**src/hw/sdrs_regs.svh**
```systemverilog
// Register offsets, field positions, opcodes and fixed figures of the command block
`ifndef SDRS_REGS_SVH
`define SDRS_REGS_SVH
`define SDRS_OFS_CTRL      4'h0
`define SDRS_OFS_CDB0      4'h4
`define SDRS_OFS_CDB1      4'h8
`define SDRS_OFS_STAT      4'hC
`define SDRS_CTRL_START    0
`define SDRS_CTRL_SCSI2    1
`define SDRS_CTRL_SINGLE   2
`define SDRS_CDB1_INIT     16
`define SDRS_CTRL_RST      1'b0
`define SDRS_OP_RSENSE     8'h03
`define SDRS_OP_RELEASE    8'h17
`define SDRS_OP_RCVDIAG    8'h1C
`define SDRS_PG_SUPP       8'h00
`define SDRS_PG_XLAT       8'h40
`define SDRS_PG_LEN_SUPP   16'h0002
`define SDRS_FMT_LBA       3'h0
`define SDRS_RESERVED_AREA_FLAG_MARK    16'hFFFF
`define SDRS_ERR_CLASS     3'h7
`define SDRS_ASL_CCS       8'h0E
`define SDRS_ASL_SCSI2     8'h14
`define SDRS_AVAIL_CCS     16'h0016
`define SDRS_AVAIL_SCSI2   16'h001C
`define SDRS_ZERO_CCS      16'h0004
`define SDRS_KEY_HWERR     4'h4
`define SDRS_KEY_UATTN     4'h6
`define SDRS_ST_GOOD       8'h00
`define SDRS_ST_CHECK      8'h02
`endif

```
**src/hw/sdrs_pkg.sv**
```systemverilog
// Types shared by the command block and its bench
package sdrs_pkg;
	typedef enum logic [1:0] {SDRS_IDLE, SDRS_XFER, SDRS_FIN} sdrs_st_t;

	typedef struct packed {
		logic        deferred;
		logic        valid;
		logic [3:0]  key;
		logic [31:0] info;
		logic [7:0]  asc;
		logic [7:0]  ascq;
		logic [31:0] derr;
	} sdrs_sense_t;

	typedef struct packed {
		logic [7:0]       page;
		logic [2:0]       sfmt;
		logic             reserved_area_flag;
		logic [1:0]       n_addr;
		logic [1:0][63:0] addr;
	} sdrs_diag_t;

	typedef struct packed {
		logic       set;
		logic [2:0] init;
		logic       tp;
		logic [2:0] tpid;
	} sdrs_rsv_t;

	typedef struct packed {
		sdrs_st_t    st;
		logic        ack;
		logic [31:0] rdat;
		logic        scsi2;
		logic        single;
		logic [47:0] cdb;
		logic [2:0]  init;
		logic        busy;
		logic        done;
		logic        cdone;
		logic [7:0]  stat;
		logic        is_sense;
		logic [15:0] cnt;
		logic [15:0] idx;
		logic        vld;
		logic [7:0]  dat;
		logic        last;
		logic        fatal;
		logic        sns_v;
		sdrs_sense_t sns;
		logic [2:0]  sns_own;
		sdrs_sense_t rpt;
		logic        rsv;
		logic [2:0]  rsv_own;
		logic        rsv_tp;
		logic [2:0]  rsv_tpid;
		logic        por;
		logic        ua;
	} sdrs_state_t;
endpackage

```
**src/hw/sdrs_cmd.sv**
```systemverilog
// Diagnostic-results, release and sense-request handling with a Wishbone register port
`include "sdrs_regs.svh"

module sdrs_cmd (
	input  wire logic                 clk_i,       // 100 MHz clock
	input  wire logic                 rst_i,       // Sync reset, high
	input  wire logic                 cyc_i,       // Wishbone cycle
	input  wire logic                 stb_i,       // Wishbone strobe
	input  wire logic                 we_i,        // Wishbone write
	input  wire logic [3:0]           adr_i,       // Byte address
	input  wire logic [3:0]           sel_i,       // Byte enables
	input  wire logic [31:0]          dat_i,       // Write data
	output logic                      ack_o,       // Wishbone ack
	output logic [31:0]               dat_o,       // Read data
	input  wire sdrs_pkg::sdrs_diag_t diag_i,      // Prior send-diagnostic result
	input  wire logic                 chk_set_i,   // Check condition raised
	input  wire sdrs_pkg::sdrs_sense_t chk_sense_i, // Its sense contents
	input  wire logic [2:0]           chk_init_i,  // Initiator that got it
	input  wire sdrs_pkg::sdrs_rsv_t  rsv_set_i,   // Reservation made elsewhere
	input  wire logic                 por_fail_i,  // Power-on verify failed pulse
	input  wire logic                 fatal_i,     // Fatal error during transfer
	output logic                      din_valid_o, // Data In byte valid
	output logic [7:0]                din_data_o,  // Data In byte
	output logic                      din_last_o,  // Final byte of phase
	input  wire logic                 din_ready_i, // Initiator takes byte
	output logic                      cmd_done_o,  // Command finished pulse
	output logic [7:0]                status_o,    // Status byte of last command
	output logic                      reserved_o   // Unit reservation active
);
	import sdrs_pkg::*;

	sdrs_state_t q;
	sdrs_state_t d;

	function automatic logic [15:0] min16(input logic [15:0] a, input logic [15:0] b);
		return (a < b) ? a : b;
	endfunction

	function automatic logic [7:0] cdb_byte(input logic [47:0] c, input int unsigned k);
		return c[8*k +: 8];
	endfunction

	// Extended format only; older and SCSI-2 layouts differ in bytes 0, 7, 13 and 18 to 21
	function automatic logic [7:0] sense_byte(input sdrs_sense_t s, input logic [15:0] i,
			input logic scsi2);
		logic [7:0] b;
		b = 8'h00;
		unique case (i)
			16'd0: b = {s.valid, `SDRS_ERR_CLASS, 3'h0, s.deferred & scsi2};
			16'd2: b = {4'h0, s.key};
			16'd3: b = s.info[31:24];
			16'd4: b = s.info[23:16];
			16'd5: b = s.info[15:8];
			16'd6: b = s.info[7:0];
			16'd7: b = scsi2 ? `SDRS_ASL_SCSI2 : `SDRS_ASL_CCS;
			16'd12: b = s.asc;
			16'd13: b = scsi2 ? s.ascq : 8'h00;
			16'd18: b = scsi2 ? 8'h00 : s.derr[31:24];
			16'd19: b = scsi2 ? 8'h00 : s.derr[23:16];
			16'd20: b = scsi2 ? 8'h00 : s.derr[15:8];
			16'd21: b = scsi2 ? 8'h00 : s.derr[7:0];
			16'd24: b = s.derr[31:24];
			16'd25: b = s.derr[23:16];
			16'd26: b = s.derr[15:8];
			16'd27: b = s.derr[7:0];
			default: b = 8'h00;
		endcase
		return b;
	endfunction

	function automatic logic [15:0] diag_avail(input sdrs_diag_t g);
		if (g.page == `SDRS_PG_XLAT)
			return 16'd6 + {11'h0, g.n_addr, 3'h0};
		return 16'd6;
	endfunction

	function automatic logic [7:0] diag_byte(input sdrs_diag_t g, input logic [15:0] i);
		logic [15:0] plen;
		logic [63:0] fld;
		logic [15:0] fi;
		logic        sel;
		logic [7:0]  b;
		plen = diag_avail(g) - 16'd4;
		fi   = i - 16'd6;
		sel  = fi[3];
		fld  = g.addr[sel];
		b    = 8'h00;
		if (g.page != `SDRS_PG_XLAT) begin
			unique case (i)
				16'd2: b = 8'(`SDRS_PG_LEN_SUPP >> 8);
				16'd3: b = 8'(`SDRS_PG_LEN_SUPP & 16'h00FF);
				16'd4: b = `SDRS_PG_SUPP;
				16'd5: b = `SDRS_PG_XLAT;
				default: b = 8'h00;
			endcase
		end else begin
			if (g.sfmt == `SDRS_FMT_LBA) begin
				fld = g.reserved_area_flag ? {`SDRS_RESERVED_AREA_FLAG_MARK, 48'h0} : {fld[31:0], 32'h0};
			end
			unique case (i)
				16'd0: b = `SDRS_PG_XLAT;
				// Reserved byte must not fall through to the address fields
				16'd1: b = 8'h00;
				16'd2: b = plen[15:8];
				16'd3: b = plen[7:0];
				16'd4: b = {5'h0, g.sfmt};
				// Alternate sector and track stay 0
				16'd5: b = {g.reserved_area_flag & (g.sfmt == `SDRS_FMT_LBA), 4'h0, g.sfmt};
				default: b = fld[8*(7 - fi[2:0]) +: 8];
			endcase
		end
		return b;
	endfunction

	logic        wb_req;
	logic        wb_wr;
	logic [7:0]  op;
	logic        match;
	logic [15:0] dalloc;
	logic [15:0] savail;
	logic [7:0]  salloc;
	logic [31:0] ctrl_w;

	always_comb begin
		d      = q;
		wb_req = cyc_i && stb_i && !q.ack;
		wb_wr  = cyc_i && stb_i && we_i && q.ack;
		op     = cdb_byte(q.cdb, 0);
		match  = q.single || (q.init == q.sns_own);
		dalloc = {cdb_byte(q.cdb, 3), cdb_byte(q.cdb, 4)};
		salloc = cdb_byte(q.cdb, 4);
		savail = q.scsi2 ? `SDRS_AVAIL_SCSI2 : `SDRS_AVAIL_CCS;
		ctrl_w = {29'h0, q.single, q.scsi2, q.busy};
		d.cdone = 1'b0;

		// Ack one cycle after the request, dropped the cycle after
		d.ack = wb_req;
		if (wb_req) begin
			unique case (adr_i)
				`SDRS_OFS_CTRL: d.rdat = ctrl_w;
				`SDRS_OFS_CDB0: d.rdat = q.cdb[31:0];
				`SDRS_OFS_CDB1: d.rdat = {13'h0, q.init, q.cdb[47:32]};
				`SDRS_OFS_STAT: d.rdat = {16'h0, q.stat, 1'b0, q.ua, q.por, q.rsv,
					q.sns_v, q.vld, q.done, q.busy};
				default: d.rdat = 32'h0;
			endcase
		end

		// Writes land on the edge where the master sees ack
		if (wb_wr && !q.busy) begin
			unique case (adr_i)
				`SDRS_OFS_CTRL: begin
					if (sel_i[0]) begin
						d.scsi2  = dat_i[`SDRS_CTRL_SCSI2];
						d.single = dat_i[`SDRS_CTRL_SINGLE];
					end
				end
				`SDRS_OFS_CDB0: begin
					for (int k = 0; k < 4; k++)
						if (sel_i[k])
							d.cdb[8*k +: 8] = dat_i[8*k +: 8];
				end
				`SDRS_OFS_CDB1: begin
					if (sel_i[0])
						d.cdb[39:32] = dat_i[7:0];
					if (sel_i[1])
						d.cdb[47:40] = dat_i[15:8];
					if (sel_i[2])
						d.init = dat_i[`SDRS_CDB1_INIT +: 3];
				end
				default: ;
			endcase
		end

		unique case (q.st)
			SDRS_IDLE: begin
				if (wb_wr && !q.busy && adr_i == `SDRS_OFS_CTRL && sel_i[0] &&
						dat_i[`SDRS_CTRL_START]) begin
					d.busy     = 1'b1;
					d.done     = 1'b0;
					d.fatal    = 1'b0;
					d.idx      = 16'h0;
					d.cnt      = 16'h0;
					d.stat     = `SDRS_ST_GOOD;
					d.is_sense = 1'b0;
					d.st       = SDRS_XFER;
					if (op == `SDRS_OP_RSENSE) begin
						// Runs whatever the reservation holder
						d.is_sense = 1'b1;
						d.rpt      = (match && q.sns_v) ? q.sns : '0;
						if (q.por)
							d.rpt.key = `SDRS_KEY_HWERR;
						if (salloc == 8'h00)
							d.cnt = q.scsi2 ? 16'h0 : `SDRS_ZERO_CCS;
						else
							d.cnt = min16({8'h0, salloc}, savail);
					end else begin
						if (match)
							d.sns_v = 1'b0;
						if (q.ua) begin
							// Deferred unit attention preempts the command
							d.ua      = 1'b0;
							d.stat    = `SDRS_ST_CHECK;
							d.sns_v   = 1'b1;
							d.sns     = '0;
							d.sns.key = `SDRS_KEY_UATTN;
							d.sns_own = q.init;
						end else if (op == `SDRS_OP_RCVDIAG) begin
							d.cnt = min16(dalloc, diag_avail(diag_i));
						end else if (op == `SDRS_OP_RELEASE) begin
							// Inactive or foreign reservation: GOOD, untouched
							if (q.rsv && q.rsv_own == q.init) begin
								if (!q.cdb[12] && !q.rsv_tp)
									d.rsv = 1'b0;
								else if (q.cdb[12] && q.rsv_tp && q.rsv_tpid == q.cdb[11:9])
									d.rsv = 1'b0;
							end
						end
					end
				end
			end
			SDRS_XFER: begin
				if (fatal_i && q.is_sense)
					d.fatal = 1'b1;
				if (!q.vld || din_ready_i) begin
					if (q.idx < q.cnt) begin
						d.vld  = 1'b1;
						d.dat  = q.is_sense ? sense_byte(q.rpt, q.idx, q.scsi2) : diag_byte(diag_i, q.idx);
						d.last = (q.idx + 16'd1 == q.cnt);
						d.idx  = q.idx + 16'd1;
					end else begin
						d.vld  = 1'b0;
						d.last = 1'b0;
						d.st   = SDRS_FIN;
					end
				end
			end
			SDRS_FIN: begin
				d.busy  = 1'b0;
				d.done  = 1'b1;
				d.cdone = 1'b1;
				d.st    = SDRS_IDLE;
				if (q.is_sense) begin
					// Only a fatal error turns the answer to
					d.stat = (q.fatal || fatal_i) ? `SDRS_ST_CHECK : `SDRS_ST_GOOD;
					if (!(q.fatal || fatal_i)) begin
						if (match)
							d.sns_v = 1'b0;
						if (q.por) begin
							d.por = 1'b0;
							d.ua  = 1'b1;
						end
					end
				end
			end
			default: d.st = SDRS_IDLE;
		endcase

		if (rsv_set_i.set) begin
			d.rsv      = 1'b1;
			d.rsv_own  = rsv_set_i.init;
			d.rsv_tp   = rsv_set_i.tp;
			d.rsv_tpid = rsv_set_i.tpid;
		end
		if (por_fail_i)
			d.por = 1'b1;
		// New check condition wins over a clear in the same cycle
		if (chk_set_i) begin
			d.sns_v   = 1'b1;
			d.sns     = chk_sense_i;
			d.sns_own = chk_init_i;
		end
	end

	always_ff @(posedge clk_i) begin
		if (rst_i) begin
			q        <= '0;
			q.st     <= SDRS_IDLE;
			q.scsi2  <= `SDRS_CTRL_RST;
			q.single <= `SDRS_CTRL_RST;
		end else begin
			q <= d;
		end
	end

	assign ack_o       = q.ack;
	assign dat_o       = q.rdat;
	assign din_valid_o = q.vld;
	assign din_data_o  = q.dat;
	assign din_last_o  = q.last;
	assign cmd_done_o  = q.cdone;
	assign status_o    = q.stat;
	assign reserved_o  = q.rsv;
endmodule

```
**config.mk**
```make
export PLATFORM = sky130hd
export DESIGN_NAME = sdrs_cmd
export DESIGN_NICKNAME = d
export VERILOG_FILES = /design/src/hw/sdrs_pkg.sv /design/src/hw/sdrs_cmd.sv
export VERILOG_INCLUDE_DIRS = /design/src /design/src/hw
export SDC_FILE = /design/constraint.sdc
export NUM_CORES = 1
export LEC_CHECK = 0
export ABC_AREA = 1
export CORE_MARGIN = 5
export CORE_UTILIZATION = 25
export CTS_CLUSTER_SIZE = 8
export DETAILED_ROUTE_END_ITERATION = 10
export DONT_BUFFER_PORTS = 1
export GPL_ROUTABILITY_DRIVEN = 0
export PLACE_DENSITY_LB_ADDON = 0.3
export SLEW_MARGIN = 10
export SYNTH_ARGS = -nofsm -noshare
export SYNTH_HDL_FRONTEND = slang
export SYNTH_SLANG_ARGS = --single-unit
```
**constraint.sdc**
```tcl
create_clock -name clk_i -period 2.9 [get_ports clk_i]
set_input_delay 0.29 -clock clk_i [delete_from_list [all_inputs] [get_ports clk_i]]
set_output_delay 0.29 -clock clk_i [all_outputs]
set_load 0.01 [all_outputs]
```
==> After elaboration in Yosys (flattened, before gate mapping) <==
Index checks and enable logic that the tools add are counted.
{ "word_totals": {"elab_cells": 266, "input_bits": 288, "output_inout_bits": 53, "register_bits": 329} }
{ "classes": {"magnitude_cmp": 4, "n_shift": 1, "reduce_logical": 62, "n_addsub": 5, "muxes": 98, "n_bitwise": 2, "eq_ne": 49} }
{ "ops": {"columns": ["operator", "count"], "rows": [
  ["2-to-1 mux 64 bit", 8],
  ["2-to-1 mux 90 bit", 3],
  ["2-to-1 mux 16 bit", 16],
  ["2-to-1 mux 178 bit", 1],
  ["2-to-1 mux 176 bit", 1],
  ["2-to-1 mux 86 bit", 2],
  ["one-hot mux 8 bit (17 select lines)", 1],
  ["== test 16 x 5 -> 1 bit (second input constant)", 8],
  ["one-hot mux 32 bit (4 select lines)", 1],
  ["2-to-1 mux 8 bit", 12],
  ["== test 16 x 3 -> 1 bit (second input constant)", 4],
  ["variable part select 64 x 33 -> 8 bit", 1],
  ["one-hot mux 8 bit (6 select lines)", 1],
  ["AND reduction 3 bit", 14],
  ["2-to-1 mux 41 bit", 1],
  ["== test 16 x 2 -> 1 bit (second input constant)", 2],
  ["== test 16 x 4 -> 1 bit (second input constant)", 2],
  ["< comparator 16 bit", 2],
  ["one-hot mux 16 bit (2 select lines)", 1],
  ["2-to-1 mux 1 bit", 29],
  ["!= test 2 bit (second input constant)", 14],
  ["2-to-1 mux 26 bit", 1],
  ["nonzero test 2 bit", 11],
  ["2-to-1 mux 2 bit", 9],
  ["41 further kinds", 76]
]} }

==> Logic depth before layout (Yosys ltp) <==
{ "depth": {"depth_word": 22, "depth_mapped": 18, "ltp_nobuf": 17} }

==> Worst setup path before layout <==
Ideal clock, no wire load.
{ "synth_path": {"path_type": "register -> register", "from": "register q[198] (netlist name)", "to": "register q (netlist bit din_data_o[1])", "t_required_ns": 2.791, "path_stages_with_launch": 16, "path_slack_ns": 0.484, "setup_time_ns": 0.109, "arrival_time_ns": 2.308, "cell_sequence": "dfxtp_1 -> clkinv_1 -> clkbuf_1 -> ha_1 -> inv_1 -> nor2_2 -> nand3_1 -> nand2_1 -> nor2_2 -> nand3_1 -> a21oi_1 -> nand2_1 -> nand2_1 -> nand3_1 -> nand2_1 -> inv_1"} }
{ "synth_between": {"elab_chain_cells": 13, "elab_cells_between_ends": 36} }
{ "synth_lines": {"columns": ["item", "line_no", "text"], "rows": [
  ["start, declared", "sdrs_cmd.sv:32", "sdrs_state_t q;"],
  ["subtractor 4 x 3 -> 4 bit", "sdrs_cmd.sv:84", "fi = i - 16'd6;"],
  ["2-to-1 mux 64 bit (implied by the code) (2 in series)", "sdrs_cmd.sv:86", "fld = g.addr[sel];"],
  ["2-to-1 mux 64 bit", "sdrs_cmd.sv:98", "fld = g.reserved_area_flag ? {`SDRS_RESERVED_AREA_FLAG_MARK, 48'h0} : {fld[31:0], 32'h0};"],
  ["2-to-1 mux 64 bit", "sdrs_cmd.sv:97", "if (g.sfmt == `SDRS_FMT_LBA) begin"],
  ["2-to-1 mux 64 bit", "sdrs_cmd.sv:88", "if (g.page != `SDRS_PG_XLAT) begin"],
  ["2-to-1 mux 64 bit", "sdrs_cmd.sv:226", "if (q.idx < q.cnt) begin"],
  ["2-to-1 mux 64 bit", "sdrs_cmd.sv:225", "if (!q.vld || din_ready_i) begin"],
  ["2-to-1 mux 64 bit", "sdrs_cmd.sv:175", "unique case (q.st)"],
  ["variable part select 64 x 33 -> 8 bit", "sdrs_cmd.sv:109", "default: b = fld[8*(7 - fi[2:0]) +: 8];"],
  ["one-hot mux 8 bit (6 select lines)", "sdrs_cmd.sv:100", "unique case (i)"],
  ["2-to-1 mux 8 bit", "sdrs_cmd.sv:88", null],
  ["2-to-1 mux 8 bit", "sdrs_cmd.sv:228", "d.dat = q.is_sense ? sense_byte(q.rpt, q.idx, q.scsi2) : diag_byte(diag_i, q.idx);"]
]} }
Several ways; a longest one is shown, not always the timed one. The select of a mux whose other input is x is not followed.
A chain may end at the register's enable or synchronous reset.

==> Worst setup path in the final report <==
{ "layout_path": {"from": "register q (netlist bit ack_o)", "to": "register q[136] (netlist name)"} }
{ "layout_between": {"elab_chain_cells": 7} }
{ "layout_lines": {"columns": ["item", "line_no", "text"], "rows": [
  ["logical AND 1 bit", "sdrs_cmd.sv:127", "wb_wr = cyc_i && stb_i && we_i && q.ack;"],
  ["logical AND 1 bit", "sdrs_cmd.sv:177", "if (wb_wr && !q.busy && adr_i == `SDRS_OFS_CTRL && sel_i[0] &&"],
  ["logical AND 1 bit (no source line)", null, null],
  ["logical AND 1 bit (2 in series)", "sdrs_cmd.sv:177", null],
  ["nonzero test 2 bit (no source line)", null, null],
  ["AND reduction 4 bit (no source line)", null, null]
]} }
No other way between the ends.

==> results.md <==
- Final worst-path cycle share: 0.940
- CTS H-tree depth: 2
- Initial drt markers: around 1200
- GR Util met1: 0.220
- Least-Margin Pin Slew: ~1.1 ns
- Rel. slew slack: 0.270
- Max Clock Freq: approximately 370 MHz
- Critical path capture point type: register
- Lkg Pwr: 8.63 nW
- Synthesized instance count: roughly 2500
- Worst r2r src: ack_o$_SDFF_PP0_
- R2r worst-path depth: 13
- EDFF count, synth: 0
- Vias in the first global route: about 17000
- Slowest-stage cell, CP: dlygate4sd3_1
- Largest net degree at the start of global routing: approximately 150
- Final Instance Area: 21800 um2
- PwrDens: approximately 470 nW/um2
- Required @ worst endpoint: 3.35 ns
- # IOs: about 340
- FF+latch count, synth: about 320
- DRC viols: 0
- Die Wd: about 270 um
- First-pass GRT wire length: 102000 um
- Final nets: approximately 3100
- Site row count: 95
- Initial Util: 0.252
- Inserted Clock Buffers: between 40 and 50
- DP HPWL: between 40000 and 50000 um
- Hold Vio Cnt, Final: 0
- Startpoint types: register
- Avg Vias per Cell: 4.84
- Worst R2R End: q[136]$_SDFFE_PP0P_
- CP Max Fanout: 89
- Number of cells after detailed placement: 3284
- First-pass iteration count of the detailed router: 5
- Placed Area: ~18000 um2
- Unrepaired setup endpoints after global routing: no
- Maxcap violations: 0
- Root Buffer: clkbuf_16
- Vias: 17600
- Data arrival, critical path: approximately 3.2 ns
- End of the worst hold path: status_o[1]$_SDFFE_PP0P_
- Crit-path cells: nand2_1 -> nor3_2 -> nand2_2 -> nor2_2 -> nand2_2 -> inv_2 -> nand2_2 -> inv_2 -> a31oi_4 -> buf_12 -> nand2_1 -> a21oi_1 -> dlygate4sd3_1
- CTS Buffer Depth: 3
- Slew Viols, Final: 0
- Fillcell total: about 7300
- Top cells by area, synth: dfxtp_1, nand2_1, nor2_1
- Main synth FF type: dfxtp_1
- Crit path time final: roughly 2.7 ns
- Mapped Area: 17000 um2
- Top cell type by total area after synthesis: dfxtp_1
- Hold Startpoint: fatal_i
- Final Skew: between 0.02 and 0.025 ns
- Height of the die: roughly 270 um
- Sequential-to-total area share from yosys stat: 0.380
- Busiest grt layer: met2
- CORE AREA: between 60000 and 70000 um2
- Routed Antenna Nets: 0
- Critical path class: reg -> reg
- Avg WL per Cell: 18.4 um
- CTS sink cnt: between 300 and 400
- Initial antenna violation count: 12
- Total GRT Usage: 0.174
- Post-Syn Area per Cell: 6.71 um2
- Met3 usage: 0.0478
- Met2 usage: 0.286
- Library cells used by synthesis: 50
- CP peak stage delay: 0.57 ns
- HP Class: in -> reg
- Synth warn: 0
- Share of Yosys cell area claimed by the top area cell type: 0.380
- Worst-path clk slew: approximately 0.050 ns
- Status: finished clean
- Area growth, synth to finish: 28.7%
- Crit path top cell by count: nand2_2
- Port buffer count: 0
- Layout Cells excl Fill: around 3600
- CTS tree: yes
- Grt ovf: 0
- Fin Setup TNS: 0 ns
- Min Hold Slack: between 0.05 and 0.06 ns
- Hold Path Depth: 4
- R2R Setup Slk: 0.17 ns
- Final Setup Violations: 0
- Post-synthesis async set-or-reset flop share: 0
- Worst vdd ir: slightly below 0.4 mV
- Routed wire length: ~67000 um
- Worst skew pair latency: just under 0.6 ns
- Layout cell share with drive strength beyond 1: 0.0569
- Die ar.: approximately 73000 um2
==> registers in the layout, indices dropped and copies added, names as in the netlist <==
| name | flops |
|---|---|
| status_o | 1 |
| reserved_o | 1 |
| op | 8 |
| ack_o | 1 |
| q | 249 |
| dat_o | 32 |
| din_last_o | 1 |
| din_data_o | 8 |
| cmd_done_o | 1 |
| din_valid_o | 1 |
| ctrl_w | 3 |
| dalloc | 16 |
==> cells by family (layout without fill, tap and decap cells) <==
kind of cell / after synthesis / after routing / synth area share
compound gates: 513 / 513 / 0.175
xor+xnor: 17 / 17 / 0.00959
fa+ha+maj: 24 / 24 / 0.0177
buf+inv: 418 / 642 / 0.111
flops: 322 / 322 / 0.380
other cells: 1 / 15 / 0.000221
simple gates: 1233 / 1233 / 0.307
==> area by class of cell <==
| type | instances | area, um2 | area share |
|---|---|---|---|
| Clock buffer | 54 | 1210 | 0.0555 |
| Timing Repair Buffer | 351 | 3460 | 0.159 |
| Inverter | 233 | 875 | 0.0401 |
| Tap cell | 873 | 1090 | 0.0500 |
| Sequential cell | 322 | 6450 | 0.295 |
| Multi-Input combinational cell | 1794 | 8680 | 0.398 |
| Clock inverter | 4 | 38.8 | 0.00178 |
| Antenna cell | 8 | 20.0 | 0.000917 |
==> stage by stage <==
step / utilization / worst slack (ns) / total power (W)
after global routing: 0.324 / 0.0258 / 0.0106
final: 0.324 / 0.175 / 0.0102
after detailed placement: 0.262 / 0.177 / 0.00501
after global placement: 0.262 / 0.203 / 0.00500
after floorplan: - / 0.484 / 0.00495
after CTS: 0.324 / 0.146 / 0.0103
==> worst max path at each step <==
stage	end	from	slack, ns
2_1_floorplan	din_data_o[1]$_SDFFE_PP0P_	q[198]$_SDFFE_PP0P_	0.48
5_1_grt	q[102]$_SDFFE_PP0P_	ack_o$_SDFF_PP0_	0.03
3_3_place_gp	din_data_o[4]$_SDFFE_PP0P_	q[198]$_SDFFE_PP0P_	0.20
4_1_cts	q[120]$_SDFFE_PP0P_	ack_o$_SDFF_PP0_	0.15
3_5_place_dp	din_data_o[4]$_SDFFE_PP0P_	q[198]$_SDFFE_PP0P_	0.18
6_report	q[136]$_SDFFE_PP0P_	ack_o$_SDFF_PP0_	0.17
==> placed cells by master, fill, tap and decap left out, types with 3 or more instances in the layout <==
| cell | count |
|---|---|
| o221ai_1 | 4 |
| clkinv_1 | 9 |
| and3_1 | 3 |
| nor3_1 | 31 |
| o22ai_1 | 23 |
| a21oi_1 | 199 |
| nor2_1 | 301 |
| nand3_1 | 207 |
| nand4_1 | 59 |
| nor4_1 | 4 |
| a31oi_1 | 5 |
| dlygate4sd3_1 | 288 |
| ha_1 | 24 |
| xor2_1 | 10 |
| a22oi_1 | 85 |
| conb_1 | 7 |
| nand2_2 | 6 |
| buf_4 | 55 |
| o21a_1 | 9 |
| nand2_1 | 594 |
| diode_2 | 8 |
| clkbuf_1 | 6 |
| nor3_2 | 4 |
| xnor2_1 | 6 |
| o2111ai_1 | 3 |
| or2_2 | 6 |
| clkbuf_16 | 47 |
| nor2_2 | 9 |
| inv_1 | 215 |
| dfxtp_1 | 321 |
| o211ai_1 | 23 |
| o21ai_1 | 5 |
| o21ai_0 | 147 |
| buf_12 | 7 |
| inv_2 | 9 |
==> layer usage <==
| layer | up-vias | routed length, um | share of wire |
|---|---|---|---|
| met5 | - | 43 | 0.00064 |
| li1 | 8791 | - | - |
| met2 | 598 | 30800 | 0.46 |
| met4 | 6 | 2020 | 0.030 |
| met3 | 115 | 5110 | 0.076 |
| met1 | 8100 | 29100 | 0.43 |
==> Yosys cell counts (all sizes together) (24+ instances only) <==
| cell type | n |
|---|---|
| nand2 | 601 |
| dfxtp | 322 |
| nor2 | 312 |
| inv | 224 |
| nand3 | 208 |
| a21oi | 200 |
| o21ai | 152 |
| buf | 106 |
| a22oi | 85 |
| clkbuf | 79 |
| nand4 | 59 |
| nor3 | 35 |
| ha | 24 |
==> power breakdown <==
| group | switching [W] | leakage [nW] | internal (W) |
|---|---|---|---|
| registers | 0.0000611 | 2.61 | 0.00451 |
| logic | 0.000330 | 5.41 | 0.000374 |
| clock network | 0.00200 | 0.616 | 0.00291 |
| total | 0.00239 | 8.63 | 0.00779 |
==> critical path: cells and delay by family (launching register included) <==
family                 cells  cell delay, ns
AND/OR/NAND/NOR            7            0.93
AO/OA/AOI/OAI              2            0.17
flip-flops                 1            0.37
buffers and inverters      4            1.00
==> what timing repair did <==
item	CTS	global route
hold endpoints to repair	288	0
gates resized for setup	0	4
buffers inserted	0	0
hold buffers	289	0
endpoints found under the setup margin	0	63
(Power assumes the default switching activity.)
